File: src/verilog/adc_out_pkg.sv
// Shared constants and carrier types for the converter result output port
package adc_out_pkg;

    // ------------------------------------------------------------
    // Widths and encodings
    // ------------------------------------------------------------
    localparam int          RESULT_BITS  = 18;
    localparam logic [1:0]  MODE_SERIAL  = 2'h3;
    localparam logic [4:0]  LAST_BIT     = 5'h11;   // Index of final bit, 17
    localparam logic [4:0]  CHAIN_EDGES  = 5'h12;   // Bit periods before chain data, 18
    localparam logic [1:0]  FIFO_DEPTH   = 2'h2;
    localparam logic [17:0] RESULT_RESET = 18'h00000;

    // ------------------------------------------------------------
    // Timing
    // ------------------------------------------------------------
    localparam int CLK_PERIOD_NS = 10;
    localparam int CONV_TIME_NS  = 1000;        // Conversion length, least time
    localparam int CONV_CYCLES   = (CONV_TIME_NS + CLK_PERIOD_NS - 1) / CLK_PERIOD_NS;
    localparam int SCLK_QTR_NS   = 20;          // Quarter of internal bit period
    localparam int SCLK_QTR      = (SCLK_QTR_NS + CLK_PERIOD_NS - 1) / CLK_PERIOD_NS;

    // ------------------------------------------------------------
    // Carriers
    // ------------------------------------------------------------
    typedef struct packed {
        logic       resetPin;       // Active high device reset
        logic       convertStartN;
        logic       chipSelectN;
        logic       readN;
        logic       serialClkIn;
        logic       readModeOrChainIn;
        logic [1:0] interfaceMode;
        logic       clockSourceSelect;
        logic       bitClockInvert;
        logic       frameSyncInvert;
        logic       resultCodingSelect;
    } pin_in_t;

    typedef struct packed {
        logic readOverrunFlag;
        logic frameSync;
        logic bitClock;
        logic serialResultOut;
    } serial_pins_t;

    typedef enum logic [1:0] {ST_IDLE, ST_CONVERT, ST_LATCH} conv_state_t;

endpackage

File: src/verilog/adc_result_port.sv
// Result output port of an 18-bit sampling converter: parallel and serial
`timescale 1ns/10ps
// Operation
// - Mode 3 turns bits 10-13 serial
// - Bits 14-17 driven outputs in both modes
// - Shift result MSB first, chosen coding
// - Internal clock: data stable both edges
// - External clock, no invert: rising updates
// - External clock, inverted: falling updates
// - Bit clock pin direction follows source
// - Frame sync high during valid master data
// - Inverted frame sync low during master data
// - Unfinished slave read: discard, pulse error
// - Busy high until result latched
// - Drivers on only with select, read low
// - Chip select gates external bit clock
// - Reset pin aborts conversion
// - Clock select picks internal or external
// - Chain input follows after 18 bits
// - Read mode: during or after conversion
// - Convert start falling edge begins conversion
module adc_result_port (
    // Clock and reset
    input  wire logic                  clk,
    input  wire logic                  rst_n,
    input  wire logic                  clkEn,
    // Host pins, asynchronous
    input  wire adc_out_pkg::pin_in_t  hostPins,
    // Converter core code, offset binary, same clock
    input  wire logic [17:0]           sampleCode,
    // Result bus pins
    output logic      [17:0]           dataOut,
    output logic      [17:0]           dataOe,
    output logic                       busy
);

    // ------------------------------------------------------------
    // Pin synchronisers
    // ------------------------------------------------------------
    adc_out_pkg::pin_in_t pinA;
    adc_out_pkg::pin_in_t pinB;
    adc_out_pkg::pin_in_t pinPrev;

    // Two flops per pin, a third copy for edge detection
    always_ff @(posedge clk or negedge rst_n) begin
        if (!rst_n) begin
            pinA    <= '{default: 1'b1, interfaceMode: 2'h0, resetPin: 1'b0};
            pinB    <= '{default: 1'b1, interfaceMode: 2'h0, resetPin: 1'b0};
            pinPrev <= '{default: 1'b1, interfaceMode: 2'h0, resetPin: 1'b0};
        end else if (clkEn) begin
            pinA    <= hostPins;
            pinB    <= pinA;
            pinPrev <= pinB;
        end
    end

    // ------------------------------------------------------------
    // Decoded controls
    // ------------------------------------------------------------
    wire clr        = pinB.resetPin;
    wire serialMode = (pinB.interfaceMode == adc_out_pkg::MODE_SERIAL);
    wire extClk     = pinB.clockSourceSelect;
    wire outEn      = !pinB.chipSelectN && !pinB.readN;
    wire convFall   = pinPrev.convertStartN && !pinB.convertStartN;
    wire sclkRise   = !pinPrev.serialClkIn && pinB.serialClkIn;
    wire sclkFall   = pinPrev.serialClkIn && !pinB.serialClkIn;
    // Bit clock edges count only while selected
    wire activeEdge = !pinB.chipSelectN &&
                      (pinB.bitClockInvert ? sclkFall : sclkRise);

    // Offset binary passes through; two's complement flips the sign bit
    function automatic logic [17:0] codeWord(input logic [17:0] w, input logic ob);
        codeWord = ob ? w : {~w[17], w[16:0]};
    endfunction

    // ------------------------------------------------------------
    // Conversion sequencer
    // ------------------------------------------------------------
    adc_out_pkg::conv_state_t state;
    logic [7:0]               convCount;
    logic [17:0]              convWord;

    wire pushValid = (state == adc_out_pkg::ST_LATCH);
    wire pushReady;
    wire convDone  = pushValid && pushReady;

    // Busy spans conversion and the wait for buffer room
    assign busy = (state != adc_out_pkg::ST_IDLE);

    // Start on convert edge, count down, then hand the word on
    always_ff @(posedge clk or negedge rst_n) begin
        if (!rst_n) begin
            state     <= adc_out_pkg::ST_IDLE;
            convCount <= 8'h00;
            convWord  <= adc_out_pkg::RESULT_RESET;
        end else if (clkEn) begin
            if (clr) begin
                state     <= adc_out_pkg::ST_IDLE;
                convCount <= 8'h00;
            end else begin
                case (state)
                    adc_out_pkg::ST_IDLE: begin
                        if (convFall) begin
                            state     <= adc_out_pkg::ST_CONVERT;
                            convCount <= 8'(adc_out_pkg::CONV_CYCLES - 1);
                        end
                    end
                    adc_out_pkg::ST_CONVERT: begin
                        if (convCount == 8'h00) begin
                            state    <= adc_out_pkg::ST_LATCH;
                            convWord <= sampleCode;
                        end else begin
                            convCount <= convCount - 8'h01;
                        end
                    end
                    adc_out_pkg::ST_LATCH: begin
                        if (pushReady) begin
                            state <= adc_out_pkg::ST_IDLE;
                        end
                    end
                    default: state <= adc_out_pkg::ST_IDLE;
                endcase
            end
        end
    end

    // ------------------------------------------------------------
    // Two-entry result buffer
    // ------------------------------------------------------------
    logic [17:0] fifoMem [2];
    logic        wrPtr;
    logic        rdPtr;
    logic [1:0]  fifoCount;
    wire         popReady;

    // A full buffer stalls the sequencer, which keeps busy high
    assign pushReady = (fifoCount != adc_out_pkg::FIFO_DEPTH);
    wire popValid    = (fifoCount != 2'h0);
    wire doPush      = pushValid && pushReady;
    wire doPop       = popValid && popReady;
    wire [17:0] fifoHead = fifoMem[rdPtr];

    always_ff @(posedge clk or negedge rst_n) begin
        if (!rst_n) begin
            wrPtr     <= 1'b0;
            rdPtr     <= 1'b0;
            fifoCount <= 2'h0;
        end else if (clkEn) begin
            if (clr) begin
                wrPtr     <= 1'b0;
                rdPtr     <= 1'b0;
                fifoCount <= 2'h0;
            end else begin
                wrPtr     <= wrPtr ^ doPush;
                rdPtr     <= rdPtr ^ doPop;
                fifoCount <= fifoCount + {1'b0, doPush} - {1'b0, doPop};
            end
        end
    end

    // Storage needs no reset; count guards every read
    always_ff @(posedge clk) begin
        if (clkEn && doPush) begin
            fifoMem[wrPtr] <= convWord;
        end
    end

    // ------------------------------------------------------------
    // Serial shifter
    // ------------------------------------------------------------
    logic [17:0] shiftReg;
    logic [17:0] lastWord;
    logic        shifting;
    logic [4:0]  bitCount;
    logic [4:0]  edgeCount;
    logic [1:0]  phase;
    logic [1:0]  qtrCount;
    logic        overrunFlag;

    // Master read waits for conversion end unless read mode says during
    wire intGo  = pinB.readModeOrChainIn ? busy : !busy;
    wire startOk = !shifting && outEn && (extClk || intGo);
    assign popReady = serialMode ? startOk : 1'b1;
    wire loadInt = doPop && serialMode && !extClk;

    wire qtrEnd  = (qtrCount == 2'(adc_out_pkg::SCLK_QTR - 1));
    wire bitEnd  = qtrEnd && (phase == 2'h3);
    wire intRun  = shifting && !extClk;
    // Slave read incomplete when a new result arrives
    wire overrun = serialMode && extClk && shifting &&
                   (edgeCount < adc_out_pkg::CHAIN_EDGES) && convDone;
    // First external edge only opens the frame; later ones advance
    wire extShift = shifting && extClk && activeEdge && (edgeCount != 5'h00);

    always_ff @(posedge clk or negedge rst_n) begin
        if (!rst_n) begin
            shiftReg <= adc_out_pkg::RESULT_RESET;
            lastWord <= adc_out_pkg::RESULT_RESET;
            shifting <= 1'b0;
        end else if (clkEn) begin
            if (clr) begin
                shiftReg <= adc_out_pkg::RESULT_RESET;
                shifting <= 1'b0;
            end else if (doPop) begin
                shiftReg <= codeWord(fifoHead, pinB.resultCodingSelect);
                lastWord <= codeWord(fifoHead, pinB.resultCodingSelect);
                shifting <= serialMode;
            end else begin
                if (extShift) begin
                    shiftReg <= {shiftReg[16:0], pinB.readModeOrChainIn};
                end else if (intRun && bitEnd) begin
                    shiftReg <= {shiftReg[16:0], 1'b0};
                end
                if (overrun) begin
                    shifting <= 1'b0;
                end else if (extClk && !outEn) begin
                    shifting <= 1'b0;
                end else if (intRun && bitEnd && bitCount == adc_out_pkg::LAST_BIT) begin
                    shifting <= 1'b0;
                end
            end
        end
    end

    // Bit, edge and phase counters for both clock sources
    always_ff @(posedge clk or negedge rst_n) begin
        if (!rst_n) begin
            bitCount  <= 5'h00;
            edgeCount <= 5'h00;
            phase     <= 2'h0;
            qtrCount  <= 2'h0;
        end else if (clkEn) begin
            if (clr || doPop) begin
                bitCount  <= 5'h00;
                edgeCount <= 5'h00;
                phase     <= 2'h0;
                qtrCount  <= 2'h0;
            end else if (intRun) begin
                qtrCount <= qtrEnd ? 2'h0 : qtrCount + 2'h1;
                phase    <= qtrEnd ? phase + 2'h1 : phase;
                bitCount <= bitEnd ? bitCount + 5'h01 : bitCount;
            end else if (shifting && activeEdge &&
                         edgeCount != adc_out_pkg::CHAIN_EDGES) begin
                edgeCount <= edgeCount + 5'h01;
            end
        end
    end

    // Error flag is a single-cycle pulse
    always_ff @(posedge clk or negedge rst_n) begin
        if (!rst_n) begin
            overrunFlag <= 1'b0;
        end else if (clkEn) begin
            overrunFlag <= overrun && !clr;
        end
    end

    // ------------------------------------------------------------
    // Pin muxing and drivers
    // ------------------------------------------------------------
    adc_out_pkg::serial_pins_t ser;
    // One assignment drives the whole group, so the struct has a single driver;
    // bit clock is high in the middle two quarters so data is stable at both edges
    assign ser = '{
        readOverrunFlag: overrunFlag,
        frameSync:       intRun ^ pinB.frameSyncInvert,
        bitClock:        (intRun && (phase == 2'h1 || phase == 2'h2))
                         ^ pinB.bitClockInvert,
        serialResultOut: shiftReg[17]
    };

    // Shared pins carry the serial group only in mode 3
    wire [17:0] next_dataOut = serialMode ?
        {lastWord[17:14], ser, 10'h000} : lastWord;
    // Bit clock pin is an input when the host supplies it
    wire [17:0] next_dataOe  = !outEn ? 18'h00000 :
        serialMode ? {4'hf, 2'h3, !extClk, 1'b1, 10'h000} :
        18'h3ffff;

    // Registered so pins never glitch from the mux
    always_ff @(posedge clk or negedge rst_n) begin
        if (!rst_n) begin
            dataOut <= 18'h00000;
            dataOe  <= 18'h00000;
        end else if (clkEn) begin
            dataOut <= next_dataOut;
            dataOe  <= next_dataOe;
        end
    end
endmodule

File: config.mk
export PLATFORM = sky130hd
export DESIGN_NAME = adc_result_port
export DESIGN_NICKNAME = d
export VERILOG_FILES = /design/src/verilog/adc_out_pkg.sv /design/src/verilog/adc_result_port.sv
export SDC_FILE = /design/constraint.sdc
export NUM_CORES = 1
export LEC_CHECK = 0
export BUFFER_PORTS_ARGS = -buffer_cell sky130_fd_sc_hd__buf_2
export CORE_ASPECT_RATIO = 0.6
export CORE_MARGIN = 5
export CORE_UTILIZATION = 64
export CTS_CLUSTER_DIAMETER = 80
export DETAILED_ROUTE_END_ITERATION = 10
export PLACE_DENSITY = 0.93
export SLEW_MARGIN = 30
export SYNTH_ARGS = -nofsm -noshare
export SYNTH_HDL_FRONTEND = slang
export SYNTH_SLANG_ARGS = --single-unit
File: constraint.sdc
create_clock -name clk -period 4.7 [get_ports clk]
set_clock_uncertainty 0.2 [all_clocks]
set_input_delay 0.94 -clock clk [delete_from_list [all_inputs] [get_ports clk]]
set_output_delay 0.94 -clock clk [all_outputs]
set_load 0.02 [all_outputs]
# Yosys cells after proc, flatten, opt, wreduce, memory -nomap -nowiden
# Memory sizes are Yosys's and may differ from the RTL's.
# Index checks and enable logic that the tools add are counted.
# classes
muxes	42
addsub	7
n_reduce_logical	61
bitwise	6
magnitude_cmp	1
eq_ne	15
# ops
op	count
$mux 18	6
$mux 5	6
$logic_and 1x1->1	26
$mux 8	3
$mux 2	11
$pmux 8 s2	1
$mux 14	1
$mux 1	12
$mux 12	1
$reduce_and 3->1	4
$reduce_and 4->1	3
$reduce_bool 2->1	6
$add 5x1->5 const B	2
$logic_not 1->1	10
$reduce_bool 5->1	2
$ne 3x3->1 const B	3
$eq 2x2->1 const B	4
$logic_not 8->1	1
$sub 8x1->8 const B	1
$eq 2x1->1 const B	3
$pmux 2 s3	1
$reduce_and 2->1	3
$eq 5x5->1 const B	1
$lt 5x5->1 const B	1
13 further kinds	20
# totals
inputBits	33
regBits	146
ramBits	36
out_inout_bits	37
n_memories	1
# memory_table
name	words	width	read_ports	rd_clocked_by_memory_dff	wr	line_no	rtl
fifoMem	2	18	1	0	1	adc_result_port.sv:130	logic [17:0] fifoMem [2];

# Depth between registers and ports, before layout
# logic_depth
word_depth	10
ltp_mapped	11

# Least setup slack after synthesis
# OpenSTA, ideal clock, no wires.
# synth_timing
kind	input -> register
startpoint	input clkEn
endpoint	memory fifoMem[0][0], enable pin
path_buffers	2
required_ps	4107
path_slack_ps	1804
setup_time_ps	393
arrival_time_ps	2304
path_stages	4
cell_sequence	buf_2 buf_1 nand2_1 nor2_1
# synth_between
elab_chain_cells	3
# synth_rtl
element	line_no	rtl
start, declared	adc_result_port.sv:26	input wire logic clkEn,
$logic_and 1x1->1	adc_result_port.sv:163	if (clkEn && doPush) begin
$mux 1	adc_result_port.sv:163	
$mux 1 (not written as such)	adc_result_port.sv:164	fifoMem[wrPtr] <= convWord;
end, declared	adc_result_port.sv:130	
# Every way passes these cells.

# Worst setup path after layout
# layout_timing
startpoint	register fifoCount[1]
endpoint	register shiftReg[15]
# layout_between
elab_chain_cells	4
# layout_rtl
element	line_no	rtl
start, declared	adc_result_port.sv:133	logic [1:0] fifoCount;
start signal, assigned	adc_result_port.sv:156	fifoCount <= fifoCount + {1'b0, doPush} - {1'b0, doPop};
$reduce_bool 2->1 (*)	adc_result_port.sv:138	wire popValid = (fifoCount != 2'h0);
$logic_and 1x1->1 (*)	adc_result_port.sv:140	wire doPop = popValid && popReady;
$reduce_bool 4->1 (no line) or $mux 18 (tied branches)	-	
$reduce_and 2->1 (no line) or $mux 18 (tied branches)	-	
end signal, assigned	adc_result_port.sv:197	shiftReg <= adc_out_pkg::RESULT_RESET;
end signal, assigned	adc_result_port.sv:202	shiftReg <= adc_out_pkg::RESULT_RESET;
end signal, assigned	adc_result_port.sv:205	shiftReg <= codeWord(fifoHead, pinB.resultCodingSelect);
end, declared	adc_result_port.sv:171	logic [17:0] shiftReg;
# Every way passes the cells marked *; elsewhere a longest branch is shown, timed or not.
# A chain may end at the register's enable or synchronous reset.

==> insert_results.sql <==
INSERT INTO impl_metrics (metric_group, metric, value, unit) VALUES
('status', 'status', 'finished, final reports clean', ''),
('route', 'drt_pass1_iterations', '8', ''),
('setup_path', 'worst_ep_arrival_time', '3.23', 'ns'),
('setup_path', 'critical_path_required', '4.83', 'ns'),
('finish', 'diodes', '0', ''),
('clock_network', 'postCtsSetupRepairBufs', '0', ''),
('synth', 'yosys_warnings', '0', ''),
('sta', 'slew_violations', '0', ''),
('placement', 'routabilityCongestion', '0.8446', ''),
('synth', 'dominantRegCellSynth', 'dfrtp_1', ''),
('route', 'detail_route.wl_per_cell', '19.80', 'um'),
('setup_path', 'crit_path_top_delay_cell', 'a21oi_2', ''),
('power', 'power', '4.932', 'mW'),
('route', 'drtAntennaViolNets', '0', ''),
('setup_path', 'critical-path-max-stage-delay', '0.65', 'ns'),
('floorplan', 'boundaryPins', '70', ''),
('route', 'route.detailed.vias_per_inst', '6.053', ''),
('setup_path', 'worst_reg2reg_path_length_in_cells', '6', ''),
('floorplan', 'chipWidth', '149.7', 'um'),
('clock_network', 'h-tree-depth', '4', ''),
('route', 'drcViolationCount', '0', ''),
('clock_network', 'cts_made_buffers', '17', ''),
('floorplan', 'core_area', '11370', 'um^2'),
('sta', 'finalCriticalPeriod', '3.107', 'ns'),
('sta', 'transition_at_the_pin_with_the_smallest_max_transition_slack', '0.9189', 'ns'),
('sta', 'final-setup-viol-count', '0', ''),
('setup_path', 'worst_setup_path_start_kind', 'flop', ''),
('clock_network', 'cts.repair.resized', '0', ''),
('grt', 'globalRouteTotalUtil', '25.05', '%'),
('synth', 'most_numerous_cell_in_the_yosys_netlist', 'dfrtp_1', ''),
('floorplan', 'num_rows', '30', ''),
('synth', 'post_synth_num_cell_types', '66', ''),
('route', 'vias', '5012', ''),
('hold_path', 'hp-start', 'convWord[11]$_DFFE_PN0P_', ''),
('clock_network', 'clk_latency', '0.42', 'ns'),
('route', 'drt-initial-drc-count', '408', ''),
('synth', 'synth-seq-area-share', '58.47', '%'),
('grt', 'grt_first_pass_wirelength', '27280', 'um'),
('synth', 'synthesis.instances', '607', ''),
('grt', 'grt_overflow', '0', ''),
('synth', 'post_synth_arst_share', '78.44', '%'),
('clock_network', 'post_cts_hold_buffer_count', '0', ''),
('floorplan', 'initial_core_util', '65.93', '%'),
('finish', 'n_fill_cell', '699', ''),
('placement', 'i_o_buffers', '69', ''),
('floorplan', 'chipHeight', '93.85', 'um'),
('finish', 'area_delta_synth_final', '12.18', '%'),
('sta', 'fmaxAchievable', '321.8', 'MHz'),
('power', 'power_density', '586.3', 'nW/um^2'),
('route', 'drt_wl_total', '16390', 'um'),
('clock_network', 'tritoncts_clock_tree', 'built', ''),
('hold_path', 'holdCritPathClass', 'reg2reg', ''),
('grt', 'pin_count_of_the_biggest_net_entering_global_routing', '72', ''),
('grt', 'grt_antenna_before_repair', '0', ''),
('setup_path', 'critical_path_depth', '6', ''),
('sta', 'unrepaired_setup_endpoints_after_global_routing', 'false', ''),
('clock_network', 'cts.root.buffer_cell', 'clkbuf_16', ''),
('synth', 'ys_ff_latch', '167', ''),
('hold_path', 'timing.hold.worst_path_depth', '0', ''),
('job', 'max-cap-violations', '0', ''),
('sta', 'final_hold_viol_count', '0', ''),
('synth', 'syn_area', '7498', 'um^2'),
('sta', 'timing.setup.tns', '0', 'ns'),
('synth', 'synth-edff-count', '36', ''),
('setup_path', 'critPathLaunch', 'fifoCount[1]$_DFFE_PN0P_', ''),
('sta', 'finalCritPeriodShare', '66.12', '%'),
('synth', 'synth_commonest_cells', 'dfrtp_1 (111), nand2_1 (57), mux2_2 (41), mux2i_1 (40), edfxtp_1 (36)', ''),
('synth', 'synth.largest_area_cell', 'dfrtp_1', ''),
('placement', 'dp.final_hpwl', '10960', 'um'),
('synth', 'postSynthAreaPerCell', '12.35', 'um^2'),
('floorplan', 'area_of_the_die', '14050', 'um^2');
## stage by stage
step | instance area, um^2 | instances | setup slack (ns)
final | 8412 | 828 | 1.593
after detailed placement | 7831 | 796 | 1.464
after floorplan | 7498 | 607 | 1.804
after CTS | 8408 | 828 | 1.661
after global routing | 8412 | 828 | 1.409
after global placement | 7816 | 795 | 1.531
## cell usage in the layout, fill, tap and decap left out, types with 3 or more instances in the layout
| cell | Yosys | layout |
|---|---|---|
| a21oi_2 | 3 | 3 |
| clkbuf_1 | 8 | 3 |
| clkinv_2 | 0 | 3 |
| mux2i_1 | 40 | 40 |
| nand4_1 | 5 | 5 |
| a21oi_1 | 28 | 28 |
| dfstp_2 | 20 | 20 |
| mux2_2 | 41 | 41 |
| mux2_1 | 9 | 9 |
| buf_2 | 13 | 68 |
| nor3_1 | 3 | 3 |
| o2bb2ai_1 | 15 | 15 |
| a32o_1 | 3 | 3 |
| inv_1 | 32 | 32 |
| nand3_1 | 6 | 6 |
| dfrtp_1 | 111 | 111 |
| o21ai_0 | 14 | 14 |
| ha_1 | 10 | 10 |
| clkinv_4 | 0 | 3 |
| clkbuf_16 | 0 | 17 |
| a22o_1 | 3 | 3 |
| nor2b_1 | 5 | 5 |
| and3_1 | 7 | 7 |
| nand2_1 | 57 | 57 |
| o221ai_1 | 17 | 17 |
| a31oi_1 | 5 | 5 |
| nor2_1 | 32 | 32 |
| buf_4 | 19 | 7 |
| o21ai_1 | 6 | 6 |
| edfxtp_1 | 36 | 36 |
| o21a_1 | 4 | 4 |
| xor2_1 | 3 | 3 |
## worst paths after layout
path | end | slack (ns)
hold / removal | fifoMem[1][11]$_DFFE_PP_ | 0.27
setup reg to reg | shiftReg[15]$_DFFE_PN0P_ | 1.59
max in group asynchronous | extClk$_DFFE_PN1P_ | 3.21
hold reg to reg | fifoMem[1][11]$_DFFE_PP_ | 0.27
min in group asynchronous | pinA[5]$_DFFE_PN0P_ | 0.32
setup / recovery | shiftReg[15]$_DFFE_PN0P_ | 1.59
## layout make-up
type | count | area (um^2) | area share [%]
Sequential cell | 167 | 4384 | 52.12
Inverter | 33 | 123.9 | 1.473
Tap cell | 160 | 200.2 | 2.380
Clock inverter | 11 | 126.4 | 1.502
Clock buffer | 21 | 450.4 | 5.355
Timing Repair Buffer | 78 | 439.2 | 5.221
Multi-Input combinational cell | 358 | 2688 | 31.95
## sequential cells by signal (all words and copies together) (netlist names), 5 cells and up
register   flops
fifoMem       36
convWord      18
dataOut       18
lastWord      18
shiftReg      18
pinA          12
pinB          10
convCount      8
bitCount       5
edgeCount      5
## power by group
part | leakage, nW | switching [mW] | internal, mW | total [mW]
Sequential | 1.94 | 0.273 | 1.87 | 2.14
Clock | 0.282 | 0.574 | 0.800 | 1.37
Combinational | 1.42 | 0.856 | 0.563 | 1.42
## metal layers
metal  vias up  track usage, %  share of wire [%]
met4         0           6.469               0.94
li1       2264               -                  -
met3        15           6.798                7.0
met1      2540           35.80                 45
met2       193           38.50                 47
met5         -               0                  0
## cells by family after synthesis
logic type / Yosys count / share of synthesized area (%)
flops: 167 / 58.47
buf+inv: 82 / 5.690
fa+ha+maj: 10 / 1.669
mux: 91 / 13.05
compound gates: 118 / 11.93
xor+xnor: 5 / 0.5841
simple gates: 134 / 8.610
Note: power is estimated with default switching activity, not from simulation.
